**config.mk**
```make
export PLATFORM = sky130hd
export DESIGN_NAME = uspt_serial_port
export DESIGN_NICKNAME = d
export VERILOG_FILES = /design/src/logic/uspt_pkg.sv /design/src/logic/uspt_serial_port.sv
export SDC_FILE = /design/constraint.sdc
export NUM_CORES = 1
export LEC_CHECK = 0
export BUFFER_PORTS_ARGS = -buffer_cell sky130_fd_sc_hd__buf_2
export CORE_MARGIN = 2
export CORE_UTILIZATION = 65
export DETAILED_ROUTE_END_ITERATION = 7
export GPL_TIMING_DRIVEN = 0
export PLACE_DENSITY = 0.82
export SYNTH_ARGS = -nofsm -noshare
export SYNTH_HDL_FRONTEND = slang
export SYNTH_SLANG_ARGS = --single-unit
```
**constraint.sdc**
```tcl
create_clock -name sys_clk_i -period 9.38 [get_ports sys_clk_i]
set_input_delay 1.876 -clock sys_clk_i [delete_from_list [all_inputs] [get_ports sys_clk_i]]
set_output_delay 1.876 -clock sys_clk_i [all_outputs]
set_load 0.005 [all_outputs]
```
**src/logic/uspt_pkg.sv**
```systemverilog
package uspt_pkg;

	// register indices, byte address is four times the index
	localparam logic [9:0]  IDX_POWER_BAUD   = 10'h087;
	localparam logic [9:0]  IDX_SERIAL_CTRL  = 10'h098;
	localparam logic [9:0]  IDX_SERIAL_DATA  = 10'h099;
	localparam logic [9:0]  IDX_TIMER1_DIV   = 10'h0A0;
	localparam logic [9:0]  IDX_TIMER2_DIV   = 10'h0A1;
	localparam logic [9:0]  IDX_TIMER_CTRL   = 10'h0A2;

	// field positions
	localparam int          POS_BAUD_DOUBLE  = 7;
	localparam int          POS_T1_RUN       = 0;
	localparam int          POS_T2_TX_CLK    = 4;
	localparam int          POS_T2_RX_CLK    = 5;

	// values after reset
	localparam logic [7:0]  SERIAL_CONTROL_STATUS_RESET       = 8'h00;
	localparam logic [7:0]  SERIAL_DATA_BUFFER_RESET       = 8'h00;
	localparam logic [15:0] DIV_RESET        = 16'h0000;
	localparam logic [7:0]  TCTL_RESET       = 8'h00;

	// mode codes
	localparam logic [1:0]  MODE_SYNC        = 2'b00;
	localparam logic [1:0]  MODE_TEN         = 2'b01;
	localparam logic [1:0]  MODE_ELEVEN      = 2'b11;

	// cycle counts
	localparam logic [3:0]  M0_HALF_SLOW     = 4'h6;
	localparam logic [3:0]  M0_HALF_FAST     = 4'h2;
	localparam logic [3:0]  FRAME_BITS_TEN   = 4'hA;
	localparam logic [3:0]  FRAME_BITS_ELEV  = 4'hB;
	localparam logic [3:0]  SYNC_BITS        = 4'h8;

	typedef struct packed {
		logic mode_select_hi;
		logic mode_select_lo;
		logic address_filter_or_rate;
		logic receive_enable;
		logic tx_ninth_bit;
		logic rx_ninth_bit;
		logic transmit_done_flag;
		logic receive_done_flag;
	} uspt_serial_control_status_s;

	typedef enum logic [2:0] {
		TX_IDLE  = 3'b001,
		TX_ASYNC = 3'b010,
		TX_SYNC  = 3'b100
	} uspt_tx_state_e;

	typedef enum logic [2:0] {
		RX_IDLE  = 3'b001,
		RX_ASYNC = 3'b010,
		RX_SYNC  = 3'b100
	} uspt_rx_state_e;

endpackage

```
**src/logic/uspt_serial_port.sv**
```systemverilog
`timescale 1ns/1ps
// Operation
// - mode bits pick shift, ten or eleven-bit
// - mode 0: data on rx, clock on tx
// - mode 1: start, eight data, stop
// - mode 3: start, eight, ninth, stop
// - mode 3 sends programmed ninth bit
// - mode 3 stores received ninth bit
// - address filter gates receive flag on ninth
// - mode 0 shift rate twelfth or quarter
// - receive starts only while receive enable set, clearing it aborts modes 1 and 3 but not mode 0
// - data write loads shifter, starts sending in modes 0, 1 and 3 when idle
// - data read returns receive latch
// - done flags set by hardware, software clears
// - baud double divides rate by sixteen
// - timer 2 chosen when either select set
// - timer 1 divisor sets baud rate
// - timer 2 reload sets baud rate
module uspt_serial_port
	import uspt_pkg::*;
(
	input  wire logic        sys_clk_i,
	input  wire logic        resetn_i,
	input  wire logic        psel_i,
	input  wire logic        penable_i,
	input  wire logic        pwrite_i,
	input  wire logic [11:0] paddr_i,
	input  wire logic [31:0] pwdata_i,
	input  wire logic [3:0]  pstrb_i,
	output logic      [31:0] prdata_o,
	output logic             pready_o,
	output logic             pslverr_o,
	input  wire logic        rx_i,
	output logic             rx_o,
	output logic             rx_oe_o,
	output logic             tx_o
);

	function automatic logic reg_hit(input logic [11:0] a, input logic [9:0] idx);
		return (a[1:0] == 2'b00) && (a[11:2] == idx);
	endfunction

	uspt_serial_control_status_s     serial_control_status;
	uspt_tx_state_e tx_state;
	uspt_rx_state_e rx_state;
	logic [7:0]     rx_latch;
	logic           baud_double_bit;
	logic [15:0]    timer1_div;
	logic [15:0]    timer2_div;
	logic [7:0]     timer2_control;
	logic           rx_meta;
	logic           rx_sync;
	logic           rx_prev;
	logic [19:0]    baud_cnt;
	logic [19:0]    rx_cnt;
	logic [3:0]     m0_cnt;
	logic           sclk;
	logic [10:0]    tx_shift;
	logic [3:0]     tx_bits;
	logic           tx_line;
	logic           m0_data;
	logic [9:0]     rx_shift;
	logic [3:0]     rx_bits;
	logic           tx_done_set;
	logic           rx_done_set;
	logic           rx_ninth_set;
	logic           rx_ninth_val;
	logic [31:0]    read_val;
	logic           mapped;

	wire logic [1:0]  mode     = {serial_control_status.mode_select_hi, serial_control_status.mode_select_lo};
	wire logic        is_sync  = (mode == MODE_SYNC);
	wire logic        is_async = (mode == MODE_TEN) || (mode == MODE_ELEVEN);
	wire logic        is_nine  = (mode == MODE_ELEVEN);
	wire logic        setup    = psel_i & ~penable_i;
	wire logic        wr_en    = psel_i & penable_i & pready_o & pwrite_i & pstrb_i[0];
	wire logic        wr_serial_control_status  = wr_en & reg_hit(paddr_i, IDX_SERIAL_CTRL);
	wire logic        wr_serial_data_buffer  = wr_en & reg_hit(paddr_i, IDX_SERIAL_DATA);

	// baud source and bit period
	wire logic        use_t2   = timer2_control[POS_T2_TX_CLK] | timer2_control[POS_T2_RX_CLK];
	wire logic [15:0] divisor  = use_t2 ? timer2_div : timer1_div;
	wire logic [19:0] bit_period = baud_double_bit ? {divisor, 4'h0} : {4'h0, divisor};
	wire logic        baud_tick = is_async & (baud_cnt == 20'h00000);

	// mode 0 half-period pulses
	wire logic [3:0]  m0_half  = serial_control_status.address_filter_or_rate ? M0_HALF_FAST : M0_HALF_SLOW;
	wire logic        m0_busy  = (tx_state == TX_SYNC) || (rx_state == RX_SYNC);
	wire logic        m0_step  = m0_busy & (m0_cnt == 4'h1);
	wire logic        m0_fall  = m0_step & sclk;
	wire logic        m0_rise  = m0_step & ~sclk;

	// register read mux
	always_comb begin
		read_val = 32'h00000000;
		mapped   = 1'b1;
		if (reg_hit(paddr_i, IDX_SERIAL_CTRL)) begin
			read_val = {24'h000000, serial_control_status};
		end else if (reg_hit(paddr_i, IDX_SERIAL_DATA)) begin
			read_val = {24'h000000, rx_latch};
		end else if (reg_hit(paddr_i, IDX_POWER_BAUD)) begin
			read_val = 32'h00000000;
		end else if (reg_hit(paddr_i, IDX_TIMER1_DIV)) begin
			read_val = {16'h0000, timer1_div};
		end else if (reg_hit(paddr_i, IDX_TIMER2_DIV)) begin
			read_val = {16'h0000, timer2_div};
		end else if (reg_hit(paddr_i, IDX_TIMER_CTRL)) begin
			read_val = {24'h000000, timer2_control};
		end else begin
			mapped = 1'b0;
		end
	end

	// apb answer, one access cycle
	always_ff @(posedge sys_clk_i) begin
		if (!resetn_i) begin
			pready_o  <= 1'b0;
			pslverr_o <= 1'b0;
			prdata_o  <= 32'h00000000;
		end else begin
			pready_o  <= setup;
			pslverr_o <= setup & ~mapped;
			if (setup & ~pwrite_i) begin
				prdata_o <= read_val;
			end
		end
	end

	// control and status register
	always_ff @(posedge sys_clk_i) begin
		if (!resetn_i) begin
			serial_control_status <= SERIAL_CONTROL_STATUS_RESET;
		end else begin
			if (wr_serial_control_status) begin
				serial_control_status <= pwdata_i[7:0];
			end
			if (rx_ninth_set) begin
				serial_control_status.rx_ninth_bit <= rx_ninth_val;
			end
			if (tx_done_set) begin
				serial_control_status.transmit_done_flag <= 1'b1;
			end
			if (rx_done_set) begin
				serial_control_status.receive_done_flag <= 1'b1;
			end
		end
	end

	// baud double and divisor registers
	always_ff @(posedge sys_clk_i) begin
		if (!resetn_i) begin
			baud_double_bit <= 1'b0;
			timer1_div      <= DIV_RESET;
			timer2_div      <= DIV_RESET;
			timer2_control  <= TCTL_RESET;
		end else if (wr_en) begin
			if (reg_hit(paddr_i, IDX_POWER_BAUD)) begin
				baud_double_bit <= pwdata_i[POS_BAUD_DOUBLE];
			end
			if (reg_hit(paddr_i, IDX_TIMER1_DIV)) begin
				timer1_div <= pwdata_i[15:0];
			end
			if (reg_hit(paddr_i, IDX_TIMER2_DIV)) begin
				timer2_div <= pwdata_i[15:0];
			end
			if (reg_hit(paddr_i, IDX_TIMER_CTRL)) begin
				timer2_control <= pwdata_i[7:0];
			end
		end
	end

	// pin synchroniser
	always_ff @(posedge sys_clk_i) begin
		if (!resetn_i) begin
			rx_meta <= 1'b1;
			rx_sync <= 1'b1;
			rx_prev <= 1'b1;
		end else begin
			rx_meta <= rx_i;
			rx_sync <= rx_meta;
			rx_prev <= rx_sync;
		end
	end

	// free running bit tick divider
	always_ff @(posedge sys_clk_i) begin
		if (!resetn_i) begin
			baud_cnt <= 20'h00000;
		end else if (!is_async || baud_cnt == 20'h00000) begin
			baud_cnt <= bit_period - 20'h00001;
		end else begin
			baud_cnt <= baud_cnt - 20'h00001;
		end
	end

	// mode 0 shift clock
	always_ff @(posedge sys_clk_i) begin
		if (!resetn_i) begin
			m0_cnt <= M0_HALF_SLOW;
			sclk   <= 1'b1;
		end else if (!m0_busy) begin
			m0_cnt <= m0_half;
			sclk   <= 1'b1;
		end else if (m0_step) begin
			m0_cnt <= m0_half;
			sclk   <= ~sclk;
		end else begin
			m0_cnt <= m0_cnt - 4'h1;
		end
	end

	// transmitter
	always_ff @(posedge sys_clk_i) begin
		if (!resetn_i) begin
			tx_state    <= TX_IDLE;
			tx_shift    <= 11'h7FF;
			tx_bits     <= 4'h0;
			tx_line     <= 1'b1;
			m0_data     <= 1'b1;
			tx_done_set <= 1'b0;
		end else begin
			tx_done_set <= 1'b0;
			unique case (tx_state)
				TX_IDLE: begin
					tx_line <= 1'b1;
					if (wr_serial_data_buffer && is_async) begin
						// stop, ninth, data, start; lsb leaves first
						tx_shift <= {1'b1, is_nine ? serial_control_status.tx_ninth_bit : 1'b1, pwdata_i[7:0], 1'b0};
						tx_bits  <= is_nine ? FRAME_BITS_ELEV : FRAME_BITS_TEN;
						tx_state <= TX_ASYNC;
					end else if (wr_serial_data_buffer && is_sync && rx_state == RX_IDLE) begin
						tx_shift <= {3'b111, pwdata_i[7:0]};
						tx_bits  <= SYNC_BITS;
						tx_state <= TX_SYNC;
					end
				end
				TX_ASYNC: begin
					if (!is_async) begin
						tx_state <= TX_IDLE;
					end else if (baud_tick) begin
						if (tx_bits != 4'h0) begin
							tx_line  <= tx_shift[0];
							tx_shift <= {1'b1, tx_shift[10:1]};
							tx_bits  <= tx_bits - 4'h1;
						end else begin
							tx_done_set <= 1'b1;
							tx_state    <= TX_IDLE;
						end
					end
				end
				TX_SYNC: begin
					if (!is_sync) begin
						tx_state <= TX_IDLE;
					end else if (m0_fall) begin
						m0_data  <= tx_shift[0];
						tx_shift <= {1'b1, tx_shift[10:1]};
					end else if (m0_rise) begin
						tx_bits <= tx_bits - 4'h1;
						if (tx_bits == 4'h1) begin
							tx_done_set <= 1'b1;
							tx_state    <= TX_IDLE;
						end
					end
				end
				default: begin
					tx_state <= TX_IDLE;
				end
			endcase
		end
	end

	// receiver
	always_ff @(posedge sys_clk_i) begin
		if (!resetn_i) begin
			rx_state     <= RX_IDLE;
			rx_cnt       <= 20'h00000;
			rx_shift     <= 10'h000;
			rx_bits      <= 4'h0;
			rx_latch     <= SERIAL_DATA_BUFFER_RESET;
			rx_done_set  <= 1'b0;
			rx_ninth_set <= 1'b0;
			rx_ninth_val <= 1'b0;
		end else begin
			rx_done_set  <= 1'b0;
			rx_ninth_set <= 1'b0;
			unique case (rx_state)
				RX_IDLE: begin
					if (is_async && serial_control_status.receive_enable && rx_prev && !rx_sync) begin
						rx_cnt   <= {1'b0, bit_period[19:1]};
						rx_bits  <= is_nine ? FRAME_BITS_ELEV : FRAME_BITS_TEN;
						rx_state <= RX_ASYNC;
					end else if (is_sync && serial_control_status.receive_enable && !serial_control_status.receive_done_flag
						&& tx_state == TX_IDLE && !wr_serial_data_buffer) begin
						rx_bits  <= SYNC_BITS;
						rx_state <= RX_SYNC;
					end
				end
				RX_ASYNC: begin
					if (!is_async || !serial_control_status.receive_enable) begin
						rx_state <= RX_IDLE;
					end else if (rx_cnt != 20'h00000) begin
						rx_cnt <= rx_cnt - 20'h00001;
					end else begin
						rx_cnt  <= bit_period - 20'h00001;
						rx_bits <= rx_bits - 4'h1;
						if ((rx_bits == FRAME_BITS_ELEV || rx_bits == FRAME_BITS_TEN)
							&& rx_bits == (is_nine ? FRAME_BITS_ELEV : FRAME_BITS_TEN)) begin
							// false start: line back high at mid start bit
							if (rx_sync) begin
								rx_state <= RX_IDLE;
							end
						end else if (rx_bits == 4'h1) begin
							rx_state <= RX_IDLE;
							if (is_nine) begin
								rx_ninth_set <= 1'b1;
								rx_ninth_val <= rx_shift[9];
								rx_latch     <= rx_shift[8:1];
								rx_done_set  <= !serial_control_status.address_filter_or_rate || rx_shift[9];
							end else begin
								rx_latch    <= rx_shift[9:2];
								rx_done_set <= 1'b1;
							end
						end else begin
							rx_shift <= {rx_sync, rx_shift[9:1]};
						end
					end
				end
				RX_SYNC: begin
					if (!is_sync) begin
						rx_state <= RX_IDLE;
					end else if (m0_rise) begin
						rx_shift <= {rx_sync, rx_shift[9:1]};
						rx_bits  <= rx_bits - 4'h1;
						if (rx_bits == 4'h1) begin
							rx_latch    <= {rx_sync, rx_shift[9:3]};
							rx_done_set <= 1'b1;
							rx_state    <= RX_IDLE;
						end
					end
				end
				default: begin
					rx_state <= RX_IDLE;
				end
			endcase
		end
	end

	// registered pin drivers
	always_ff @(posedge sys_clk_i) begin
		if (!resetn_i) begin
			tx_o    <= 1'b1;
			rx_o    <= 1'b1;
			rx_oe_o <= 1'b0;
		end else begin
			tx_o    <= is_sync ? sclk : tx_line;
			rx_o    <= m0_data;
			rx_oe_o <= (tx_state == TX_SYNC);
		end
	end

endmodule // uspt_serial_port

```
Word level (Yosys, flattened, before mapping)
Index checks and enable logic that the tools add are counted.
Widths: inputs -> output; s select.
{"block": "totals", "regBits": 183, "inputBits": 54, "out_inout_bits": 37, "word_cells": 284}
{"block": "classes", "n_addsub": 6, "eq_ne": 46, "mux": 111, "bitwise": 24, "n_reduce_logical": 59}
{"cell": "$mux 20", "count": 5}
{"cell": "$mux 16", "count": 6}
{"cell": "$mux 11", "count": 7}
{"cell": "$mux 8", "count": 9}
{"cell": "$mux 4", "count": 16}
{"cell": "$eq 10x8->1 const B", "count": 6}
{"cell": "$mux 10", "count": 6}
{"cell": "$mux 3", "count": 20}
{"cell": "$sub 20x1->20 const B", "count": 3}
{"cell": "$pmux 20 s2", "count": 1}
{"cell": "$pmux 11 s3", "count": 1}
{"cell": "$mux 1", "count": 31}
{"cell": "$ne 2x2->1 const B", "count": 14}
{"cell": "$pmux 4 s3", "count": 2}
{"cell": "$ne 3x3->1 const B", "count": 7}
{"cell": "$logic_not 20->1", "count": 1}
{"cell": "$pmux 10 s2", "count": 1}
{"cell": "$reduce_bool 20->1", "count": 1}
{"cell": "$pmux 3 s3", "count": 2}
{"cell": "$reduce_and 6->1", "count": 3}
{"cell": "$logic_and 1x1->1", "count": 17}
{"cell": "$pmux 8 s2", "count": 1}
{"cell": "$reduce_and 8->1", "count": 2}
{"cell": "$reduce_and 7->1", "count": 2}
{"cell": "27 further kinds", "count": 82}

Logic depth before layout (Yosys ltp)
{"block": "depth", "ltp_word": 10, "mapped_depth": 13, "mapped_depth_nobuf": 10}

Least setup slack after synthesis
OpenSTA, ideal clock, no wires.
{"block": "synth_timing", "path_type": "input to register", "from": "input paddr_i[1]", "to": "register timer2_control[7]", "setup_time_ns": 0.128, "arrival_ns": 4.053, "t_required_ns": 9.252, "path_slack_ns": 5.200, "path_stages": 7, "path_buffers": 0, "path_cell_list": "or4b_2 -> nor3b_1 -> nand2_1 -> nor3b_1 -> nand2_1 -> mux2i_1 -> nor2_1"}
{"block": "synth_via", "elab_chain_cells": 3}
{"item": "from (decl)", "line_no": "uspt_serial_port.sv:27", "source": "input wire logic [11:0] paddr_i,"}
{"item": "$logic_not 2->1", "line_no": "uspt_serial_port.sv:40", "source": "return (a[1:0] == 2'b00) && (a[11:2] == idx);"}
{"item": "$logic_and 1x1->1", "line_no": "uspt_serial_port.sv:40"}
{"item": "$reduce_and 2->1 (no source line)"}
{"item": "to (signal assigned)", "line_no": "uspt_serial_port.sv:167", "source": "timer2_control <= pwdata_i[7:0];"}
{"item": "to (decl)", "line_no": "uspt_serial_port.sv:50", "source": "logic [7:0] timer2_control;"}
Every way passes these cells.
A chain may end at the register's enable or synchronous reset.

Final worst setup path
{"block": "layout_timing", "from": "input paddr_i[1]", "to": "register timer2_control[0]"}
The elaborated chain is that of the path after synthesis.

==> impl_metrics.json <==
{
  "min-delay-start": "rx_meta",
  "peakVddDrop_mv": 0.132,
  "grtUsageMet3": 0.0971,
  "regArea_um2": 3300,
  "synthXorXnorAreaFrac": 0.0403,
  "r2r_end": "baud_cnt[18]",
  "utilization": 0.748,
  "reg2reg_depth": 12,
  "avgSynthCellArea_um2": 7.90,
  "syn_area_um2": 9340,
  "area_growth_pct": 11.7,
  "use_met1": 0.516,
  "crit_slowest_cell": "or4b_2",
  "synthSimpleGateAreaFrac": 0.249,
  "grtUsageMet2": 0.606,
  "antenna_found_initial": 0,
  "r2r_slack_ns": 5.36,
  "pwr_density_cell_nw_per_um2": 137,
  "wl_um": 29800,
  "p_leak_uw": 0.00414,
  "die_h_um": 124,
  "clock_path_buffers": 2,
  "top_usage_layer": "met2",
  "worstSetupPathType": "input port to flip-flop",
  "ys_warn_count": 0,
  "seq_area_frac_synth": 0.354,
  "die_area_um2": 15300,
  "synth_compound_area_frac": 0.190,
  "initial_utilization": 0.670,
  "grt_max_degree": 17,
  "finalCriticalPeriod_ns": 4.60,
  "power_uw": 1430,
  "endpoint_kind": "flip-flop",
  "hold_ws_ns": 0.417,
  "finalCritPeriodShare": 0.491,
  "layout.cells.non_filler": 1464,
  "synthCells": 1182,
  "tritoncts": "yes",
  "hold_depth": 1,
  "portBuffers": 55,
  "drt_iter0_markers": 1149,
  "post-place-cells": 1432,
  "synth_top_family_by_area": "simple AND/OR/NAND/NOR gates",
  "drive_gt1_frac": 0.107,
  "wl_per_cell_um": 20.4,
  "grt_pass1_wl_um": 46000,
  "nets": 1338,
  "drv_cap": 0,
  "drtPass1Iterations": 8,
  "layout_commonest_cell": "dfxtp_1",
  "synth_ff_type": "dfxtp_1",
  "num_io_pins": 91,
  "arrival_ns": 4.91,
  "numCtsBuffers": 17,
  "num-fill-cells": 1154,
  "muxShareOfSynthArea": 0.0943,
  "core_um2": 13900,
  "die_x_um": 124,
  "postCtsSetupBuffers": 0,
  "critPathRequiredTime_ns": 9.68,
  "htree_levels": 4,
  "path_clk_slew_ns": 0.06,
  "hold_path_end": "rx_sync",
  "rsz0062_at_grt": "false",
  "hp-class": "flip-flop to flip-flop",
  "grt_pass1_vias": 8791,
  "hpwl_um": 21900,
  "drc_errors": 0,
  "antenna_cells": 0,
  "status": "complete, no violations",
  "place_congestion": 1.04,
  "path_cells": "buf_2 > or4b_2 > nor3b_1 > nand2_1 > nor3b_1 > nand2_1 > mux2i_1 > nor2_1",
  "tightest_slew_ns": 1.15,
  "hold_viol_final": 0,
  "insertion_delay_ns": 0.44,
  "fmax_ghz": 0.217,
  "most-common-layout-cells": "165 x dfxtp_1, 145 x nor2_1, 122 x nand2_1",
  "vias_per_cell": 6.56,
  "hold_buffers": 0,
  "cts_resized": 0,
  "grt_overflow_total": 0,
  "fin_tns_setup_ns": 0,
  "multi_input_area_um2": 5580,
  "drv_slew": 0,
  "vias": 9610,
  "slew_headroom": 0.231,
  "skew_ns": 0.00926,
  "grtUsageTotal": 0.395,
  "clock_sinks": 165,
  "ys_ff_latch": 165,
  "cpPeakStageDelay_ns": 0.70,
  "cp-start-kind": "input port",
  "worst-path-buf-inv": 1,
  "cts_root_buf": "clkbuf_16",
  "synth_edf_count": 0,
  "r2r_start": "baud_double_bit",
  "crit_path_max_fanout": 9,
  "ys_types": 75,
  "async_flop_share": 0,
  "ant_nets": 0,
  "fp-row-count": 43,
  "setup_viol": 0,
  "crit_family": "simple AND/OR/NAND/NOR gates",
  "synthAdderAreaFrac": 0.0174
}
-- registers in the layout (all words and copies together) (netlist names), 2 cells and up --
signal                 flops
baud_cnt                  20
m0_cnt                     4
mode                       2
prdata_o                  16
rx_bits                    4
rx_cnt                    20
rx_latch                   8
rx_shift                   9
rx_state                   3
serial_control_status      6
timer1_div                16
timer2_control             8
timer2_div                16
tx_bits                    4
tx_shift                  10
tx_state                   3
-- routing by layer --
metal	vias up	routed length, um
met5	-	0
met4	0	1610
met3	132	3430
met2	622	12800
met1	4432	12000
li1	4424	-
-- per-stage QoR --
step                area, um^2  setup WS (ns)
floorplan                 9400           5.20
detailed placement        9900           4.53
CTS                      10400           4.93
global route             10400           4.59
global placement          9900           4.61
finish                   10400           4.78
-- worst register-to-register path: cells and delay by family (launching register included) --
kind | cells | cell delay [ns]
adder cells (fa/ha/maj) | 1 | 0.22
AO/OA/AOI/OAI | 3 | 0.70
AND/OR/NAND/NOR | 3 | 0.79
flip-flops | 1 | 0.30
buffers and inverters | 5 | 1.93
-- cell type report --
class,count,share of cell area
buffer,90,0.0397
inverter,26,0.00936
clock inverter,14,0.00996
tap,180,0.0216
sequential,165,0.317
multi-input combinational,916,0.535
timing repair buffer,55,0.0264
clock buffer,18,0.0411
-- power breakdown --
group	switching, uW	internal (uW)	leakage [uW]
Combinational	46.0	25.4	0.00254
Clock	307	340	0.000257
Sequential	6.52	708	0.00134
-- cell families after synthesis --
group           after synthesis
mux                          84
flops                       165
buf+inv                     116
other cells                   1
simple gates                479
fa+ha+maj                    13
xor+xnor                     43
compound gates              281
-- synth_stat cells (all sizes together) (20+ instances only) --
library cell	instances	area (um^2)
a21oi	103	515
buf	31	193
clkbuf	59	221
dfxtp	165	3300
inv	26	97.6
mux2i	79	791
nand2	122	458
nand3	40	200
nor2	148	563
nor3	43	220
nor4	20	125
o21ai	57	289
o31ai	20	160
xnor2	28	245
-- how the worst max path moves through the flow --
stage                     from           endpoint  slack [ns]  cells past startpoint
global route        paddr_i[1]  timer2_control[5]        4.59                      8
floorplan           paddr_i[1]  timer2_control[7]        5.20                      7
global placement    paddr_i[3]        tx_shift[5]        4.61                     10
finish              paddr_i[1]  timer2_control[0]        4.78                      8
detailed placement  paddr_i[3]        tx_shift[5]        4.53                     10
CTS                 paddr_i[3]        tx_shift[5]        4.93                     10
Power figures use the tool's default switching activity.
